### src/bgr_cfg.svh
`ifndef BGR_CFG_SVH
`define BGR_CFG_SVH

// ****************************************************************
// Arbiter and master timing and reset values.
// ****************************************************************

`define BGR_N_LVL_DEF      4
`define BGR_CNT_W_DEF      8
`define BGR_XFER_CYC_DEF   4
`define BGR_SYNC_STAGES    2
`define BGR_GRANT_IDLE     1'b1
`define BGR_BUSY_IDLE      1'b1

`endif

### src/bgr_pkg.sv
package bgr_pkg;

  // ****************************************************************
  // State types.
  // ****************************************************************

  typedef enum logic [1:0] {
    BGR_ARB_IDLE  = 2'b00,
    BGR_ARB_GRANT = 2'b01,
    BGR_ARB_HELD  = 2'b10
  } bgr_arb_state_t;

  typedef enum logic [1:0] {
    BGR_MST_IDLE = 2'b00,
    BGR_MST_WAIT = 2'b01,
    BGR_MST_XFER = 2'b10,
    BGR_MST_DONE = 2'b11
  } bgr_mst_state_t;

endpackage : bgr_pkg

### src/bgr_arbiter.sv
// Notes on behaviour
// - The arbiter returns the grant high once it sees the busy line low.
// - On busy release the arbiter grants a level whose request is low.
// - The on-board master drops wants-bus once its transfers are done.
// - A requester robbed upstream keeps requesting until a later grant.
`timescale 1ns/1ps
`default_nettype none

`include "bgr_cfg.svh"

module bgr_arbiter #(
  parameter int N_LVL    = `BGR_N_LVL_DEF,
  parameter int CNT_W    = `BGR_CNT_W_DEF,
  parameter int XFER_CYC = `BGR_XFER_CYC_DEF
) (
  // Clock and reset.
  input  wire logic             sys_clk,
  input  wire logic             nrst,
  // Backplane arbitration lines, active low.
  input  wire logic [N_LVL-1:0] br_n,
  input  wire logic             bbsy_n,
  output logic      [N_LVL-1:0] bg_n,
  // On-board master link to its requester.
  input  wire logic             granted,
  output logic                  wants_bus,
  // Master command port, same clock.
  input  wire logic             xfer_start,
  input  wire logic [CNT_W-1:0] xfer_count,
  output logic                  xfer_active,
  output logic                  xfer_done
);

  // ****************************************************************
  // Parameter checks.
  // ****************************************************************

  generate
    if (N_LVL < 1 || N_LVL > 8 || CNT_W < 1 || XFER_CYC < 1) begin : g_chk
      $error("bgr_arbiter: unsupported parameter values.");
    end
  endgenerate

  localparam int CYC_W = $clog2(XFER_CYC + 1);
  localparam logic [CYC_W-1:0] CYC_LAST = CYC_W'(XFER_CYC - 1);

  // ****************************************************************
  // Input synchronisers.
  // ****************************************************************

  logic [N_LVL-1:0] br_n_s;
  logic             bbsy_n_s;
  logic             granted_s;

  bgr_sync #(
    .W    (N_LVL),
    .IDLE ({N_LVL{1'b1}})
  ) u_sync_br (
    .sys_clk  (sys_clk),
    .nrst     (nrst),
    .async_in (br_n),
    .sync_out (br_n_s)
  );

  bgr_sync #(
    .W    (2),
    .IDLE (2'b10)
  ) u_sync_misc (
    .sys_clk  (sys_clk),
    .nrst     (nrst),
    .async_in ({bbsy_n, granted}),
    .sync_out ({bbsy_n_s, granted_s})
  );

  // ****************************************************************
  // Priority pick: highest pending level wins.
  // ****************************************************************

  function automatic logic [N_LVL-1:0] pick(input logic [N_LVL-1:0] req_n);
    logic [N_LVL-1:0] sel;
    logic             found;
    sel   = '0;
    found = 1'b0;
    for (int i = N_LVL - 1; i >= 0; i--) begin
      if (!req_n[i] && !found) begin
        sel[i] = 1'b1;
        found  = 1'b1;
      end
    end
    return sel;
  endfunction : pick

  // ****************************************************************
  // Arbiter state machine.
  // ****************************************************************

  bgr_pkg::bgr_arb_state_t arb_state;
  bgr_pkg::bgr_arb_state_t next_arb_state;
  logic [N_LVL-1:0]        next_bg_n;
  logic [N_LVL-1:0]        win;

  always_comb begin
    next_arb_state = arb_state;
    next_bg_n      = bg_n;
    win            = pick(br_n_s);
    case (arb_state)
      bgr_pkg::BGR_ARB_IDLE: begin
        // A new grant waits for busy high, keeping the handshake interlocked.
        if (bbsy_n_s && (win != '0)) begin
          next_bg_n      = ~win;
          next_arb_state = bgr_pkg::BGR_ARB_GRANT;
        end
      end
      bgr_pkg::BGR_ARB_GRANT: begin
        if (!bbsy_n_s) begin
          next_bg_n      = {N_LVL{`BGR_GRANT_IDLE}};
          next_arb_state = bgr_pkg::BGR_ARB_HELD;
        end
      end
      bgr_pkg::BGR_ARB_HELD: begin
        // A grant taken upstream leaves its request pending for this pass.
        if (bbsy_n_s) begin
          next_arb_state = bgr_pkg::BGR_ARB_IDLE;
        end
      end
      default: begin
        next_bg_n      = {N_LVL{`BGR_GRANT_IDLE}};
        next_arb_state = bgr_pkg::BGR_ARB_IDLE;
      end
    endcase
  end

  always_ff @(posedge sys_clk or negedge nrst) begin
    if (!nrst) begin
      arb_state <= bgr_pkg::BGR_ARB_IDLE;
      bg_n      <= {N_LVL{`BGR_GRANT_IDLE}};
    end else begin
      arb_state <= next_arb_state;
      bg_n      <= next_bg_n;
    end
  end

  // ****************************************************************
  // On-board master.
  // ****************************************************************

  bgr_pkg::bgr_mst_state_t mst_state;
  bgr_pkg::bgr_mst_state_t next_mst_state;
  logic [CNT_W-1:0]        left;
  logic [CNT_W-1:0]        next_left;
  logic [CYC_W-1:0]        cyc;
  logic [CYC_W-1:0]        next_cyc;
  logic                    next_wants_bus;
  logic                    next_xfer_active;
  logic                    next_xfer_done;

  always_comb begin
    next_mst_state   = mst_state;
    next_left        = left;
    next_cyc         = cyc;
    next_wants_bus   = wants_bus;
    next_xfer_active = xfer_active;
    next_xfer_done   = 1'b0;
    case (mst_state)
      bgr_pkg::BGR_MST_IDLE: begin
        // A zero count is ignored; no bus is asked for.
        if (xfer_start && (xfer_count != '0) && !granted_s) begin
          next_left      = xfer_count;
          next_wants_bus = 1'b1;
          next_mst_state = bgr_pkg::BGR_MST_WAIT;
        end
      end
      bgr_pkg::BGR_MST_WAIT: begin
        if (granted_s) begin
          next_cyc         = '0;
          next_xfer_active = 1'b1;
          next_mst_state   = bgr_pkg::BGR_MST_XFER;
        end
      end
      bgr_pkg::BGR_MST_XFER: begin
        if (cyc == CYC_LAST) begin
          next_cyc = '0;
          if (left == CNT_W'(1)) begin
            next_left        = '0;
            next_wants_bus   = 1'b0;
            next_xfer_active = 1'b0;
            next_xfer_done   = 1'b1;
            next_mst_state   = bgr_pkg::BGR_MST_DONE;
          end else begin
            next_left = left - CNT_W'(1);
          end
        end else begin
          next_cyc = cyc + CYC_W'(1);
        end
      end
      bgr_pkg::BGR_MST_DONE: begin
        // Waiting for the requester to drop granted avoids a stale grant.
        if (!granted_s) begin
          next_mst_state = bgr_pkg::BGR_MST_IDLE;
        end
      end
      default: begin
        next_wants_bus   = 1'b0;
        next_xfer_active = 1'b0;
        next_mst_state   = bgr_pkg::BGR_MST_IDLE;
      end
    endcase
  end

  always_ff @(posedge sys_clk or negedge nrst) begin
    if (!nrst) begin
      mst_state   <= bgr_pkg::BGR_MST_IDLE;
      left        <= '0;
      cyc         <= '0;
      wants_bus   <= 1'b0;
      xfer_active <= 1'b0;
      xfer_done   <= 1'b0;
    end else begin
      mst_state   <= next_mst_state;
      left        <= next_left;
      cyc         <= next_cyc;
      wants_bus   <= next_wants_bus;
      xfer_active <= next_xfer_active;
      xfer_done   <= next_xfer_done;
    end
  end

endmodule : bgr_arbiter

`default_nettype wire

### src/bgr_sync.sv
`timescale 1ns/1ps
`default_nettype none

// Two flip-flop synchroniser, reset to a given idle level.
module bgr_sync #(
  parameter int          W    = 1,
  parameter logic [W-1:0] IDLE = '0
) (
  // Clock and reset.
  input  wire logic         sys_clk,
  input  wire logic         nrst,
  // Asynchronous input and synchronised output.
  input  wire logic [W-1:0] async_in,
  output logic      [W-1:0] sync_out
);

  logic [W-1:0] stage1;
  logic [W-1:0] stage2;

  always_ff @(posedge sys_clk or negedge nrst) begin
    if (!nrst) begin
      stage1 <= IDLE;
      stage2 <= IDLE;
    end else begin
      stage1 <= async_in;
      stage2 <= stage1;
    end
  end

  assign sync_out = stage2;

endmodule : bgr_sync

`default_nettype wire

### config.mk
export PLATFORM = sky130hd
export DESIGN_NAME = bgr_arbiter
export DESIGN_NICKNAME = d
export VERILOG_FILES = /design/src/bgr_pkg.sv /design/src/bgr_arbiter.sv /design/src/bgr_sync.sv
export VERILOG_INCLUDE_DIRS = /design/src
export SDC_FILE = /design/constraint.sdc
export NUM_CORES = 1
export LEC_CHECK = 0
export BUFFER_PORTS_ARGS = -buffer_cell sky130_fd_sc_hd__buf_2
export CORE_MARGIN = 2
export CORE_UTILIZATION = 63
export CTS_BUF_LIST = sky130_fd_sc_hd__clkbuf_8
export DETAILED_ROUTE_END_ITERATION = 6
export HOLD_SLACK_MARGIN = 0.02
export PLACE_DENSITY_LB_ADDON = 0.3
export RECOVER_POWER = 100
export SLEW_MARGIN = 20
export SYNTH_ARGS = -nofsm -noshare
export SYNTH_HDL_FRONTEND = slang
export SYNTH_SLANG_ARGS = --single-unit
### constraint.sdc
create_clock -name sys_clk -period 2.8 [get_ports sys_clk]
set_input_delay 0.14 -clock sys_clk [delete_from_list [all_inputs] [get_ports sys_clk]]
set_output_delay 0.14 -clock sys_clk [all_outputs]
set_load 0.05 [all_outputs]
==> qor.yml <==
drt:
  avgRoutedWirePerCell_um: 16.71
  ant_nets: 0
  drc_errors: 0
  firstDrtPassIters: 4
  wl_mm: 3.559
  drtIter0Drc: 33
  num_vias: 1264
  vias_per_cell: 5.934
placed_design:
  gp_congestion: 0.8314
  placedCellCount: 198
  io_buffers: 23
  place_ws_ns: 0.4798
  dp_hpwl_mm: 2.224
synthesis:
  synth_nets: 175
  syn_inst: 150
  yosys-top-cells-area: "dfrtp_1 (30%), dfstp_2 (22%), ha_1 (6.1%), a21oi_1 (4.0%), nor2_1 (3.2%)"
  syn_area_um2: 1644
  synth-edff-count: 0
  yosysUniqueCellTypes: 40
  yosysTopAreaCell: "dfrtp_1"
  async_flop_share_pct: 100.0
  synth_top_area_share_pct: 30.44
  synth_ff_type: "dfrtp_1"
  synth.avg_cell_area_um2: 10.96
  seq_area_frac_synth_pct: 52.82
  synth_warnings: 0
  ys_ff_latch: 34
grt:
  antenna_found_initial: 0
  grt_pass1_wl_mm: 5.671
  grt_overflow_total: 0
  grt_pass1_vias: 1266
  grt_usage_pct: 27.91
  grt_max_degree: 35
clocking:
  clkSlewWorstSetupHoldPaths_ns: 0.08
  h-tree-depth: 2
  cts_made_buffers: 5
  cts_tree: "built"
  cts.sinks: 34
  clock_path_buffers: 2
  cts_root_buffer: "clkbuf_8"
  clock_latency_ns: 0.30
timing:
  rsz0062_at_grt: "false"
  tns_ns: 0
  setup_slack_ns: 0.4390
  skew_ns: 0.005903
  fin_crit_ns: 2.361
  finalCritPeriodShare_pct: 84.32
  worst-slew-pin-transition_ns: 1.751
  slew_violations: 35
  finalSetupViolCount: 0
  hold_violations: 0
  slew_headroom_pct: -16.71
  max_freq_mhz: 423.5
critical_path:
  critPathRequiredTime_ns: 2.98
  path_buf_inv: 2
  cpMostUsedCell: "inv_1"
  cp_top_family: "compound AO/OA/AOI/OAI gates"
  path_max_fanout: 13
  cp_slowest_cell: "dfrtp_1"
  setup.worst_path.class: "reg -> reg"
  reg2regPathDepth: 7
  r2r_slack_ns: 0.44
  startpoint_type: "flop"
  slowest_delay_ns: 0.38
  cp-end-kind: "flop"
  worstSetupPathDepth: 7
  cp.arrival_ns: 2.54
  cp_cell_sequence: "inv_1 > ha_1 > inv_1 > a21o_1 > nand2_1 > a221oi_4 > mux2_1"
die:
  die_w_um: 55.09
  coreArea_um2: 2477
  top_level_ports: 24
  die_h_um: 55.09
  dieArea_um2: 3034
  placementRows: 18
  initial_core_util_pct: 66.36
run_status:
  status: "finished with violations"
  violations: "capacitance limit, slew limit"
worst_hold_path:
  min_path_cells: 3
  min_path_type: "in -> reg"
layout:
  mostFrequentLayoutCells: "dfrtp_1 (20), buf_2 (15), nor2_1 (14)"
  final_cells: 213
  fin_nets: 207
  area_delta_synth_final_pct: 18.42
  ff_latch_area_um2: 868.3
  layout_commonest_cell: "dfrtp_1"
  drive_above_1_share_pct: 21.86
  antenna_cells: 0
  nFillCells: 154
  multi_input_area_um2: 701.9
job:
  cap_viol_max_count: 1
power:
  leakagePower_nw: 0.8369
  ir_drop_mv: 0.8300
  power_density_nw_per_um2: 1121
-- worst paths after layout --
check / startpoint / endpoint
max in group asynchronous: nrst / cyc[2]$_DFFE_PN0P_
min in group asynchronous: nrst / left[0]$_DFFE_PN0P_
min reg2reg: u_sync_br.stage1[2]$_DFF_PN1_ / u_sync_br.sync_out[2]$_DFF_PN1_
max: mst_state[0]$_DFFE_PN0P_ / mst_state[1]$_DFFE_PN0P_
max reg2reg: mst_state[0]$_DFFE_PN0P_ / mst_state[1]$_DFFE_PN0P_
min: xfer_count[2] / left[2]$_DFFE_PN0P_
-- state kept, by name, summed over array words and instances (netlist names) --
name	count
left	8
u_sync_misc.sync_out	2
mst_state	2
xfer_done	1
u_sync_br.stage1	4
arb_state	2
cyc	3
bg_n	4
u_sync_misc.stage1	2
wants_bus	1
u_sync_br.sync_out	4
xfer_active	1
-- logic make-up (layout without fill, tap and decap cells) --
family	Yosys count	after routing	share of synthesized area, %
AO/OA/AOI/OAI	44	44	18.11
flip-flops	34	34	52.82
buffers and inverters	12	45	4.185
AND/OR/NAND/NOR	47	47	15.75
multiplexers	4	4	2.511
adder cells (fa/ha/maj)	8	8	6.089
XOR/XNOR	1	1	0.5328
-- timing repair --
action,4_1_cts,5_1_grt
hold buffers,7,0
endpoints found under the hold margin,26,0
gates resized for setup,0,0
buffers inserted,0,0
-- per-stage QoR --
| stage | utilization, % | hold WS, ns | total power, W | cell area [um2] |
|---|---|---|---|---|
| 4_1_cts | 79.19 | 0.1601 | 0.002189 | 1962 |
| 2_1_floorplan | - | -0.1556 | 0.001477 | 1644 |
| 6_report | 78.59 | 0.1724 | 0.002182 | 1947 |
| 3_5_place_dp | 70.81 | 0.2288 | 0.001613 | 1754 |
| 5_1_grt | 78.59 | 0.2039 | 0.002330 | 1947 |
| 3_3_place_gp | 70.81 | 0.2174 | 0.001569 | 1754 |
-- worst reg2reg max path: stages, from the launching register on --
cell and delay, ns:
dfrtp_1 0.38, inv_1 0.10, ha_1 0.32, inv_1 0.34, a21o_1 0.33, nand2_1 0.17
a221oi_4 0.26, mux2_1 0.35
-- metal layers --
| layer | share of wire [%] | vias to the layer above | GRT usage (%) |
|---|---|---|---|
| met4 | 2.6 | 0 | 12.20 |
| met3 | 5.1 | 10 | 8.602 |
| li1 | - | 597 | - |
| met2 | 53 | 42 | 49.01 |
| met5 | 0 | - | 0 |
| met1 | 39 | 615 | 30.99 |
-- report_power, final --
part | total (W) | internal, W | switching (W) | leakage, nW
combinational | 0.000875 | 0.000337 | 0.000538 | 0.378
sequential | 0.000757 | 0.000625 | 0.000131 | 0.390
clock | 0.000551 | 0.000357 | 0.000195 | 0.0683
total | 0.00218 | 0.00132 | 0.000864 | 0.837
-- cell usage after synthesis (5+ instances only) --
library cell	instances
a21oi_1	13
a22o_1	5
dfrtp_1	20
dfstp_2	14
ha_1	8
inv_1	7
nand2_1	9
nor2_1	14
nor3_1	7
o21ai_0	9
o21ai_1	6
-- area by class of cell --
cell class                      count  area share [%]
Tap cell                           30           1.928
Inverter                            7           1.350
Timing Repair Buffer               30           8.997
Clock inverter                      3           3.535
Multi-Input combinational cell    104           36.05
Clock buffer                        5           3.535
Sequential cell                    34           44.60
(Power assumes the default switching activity.)
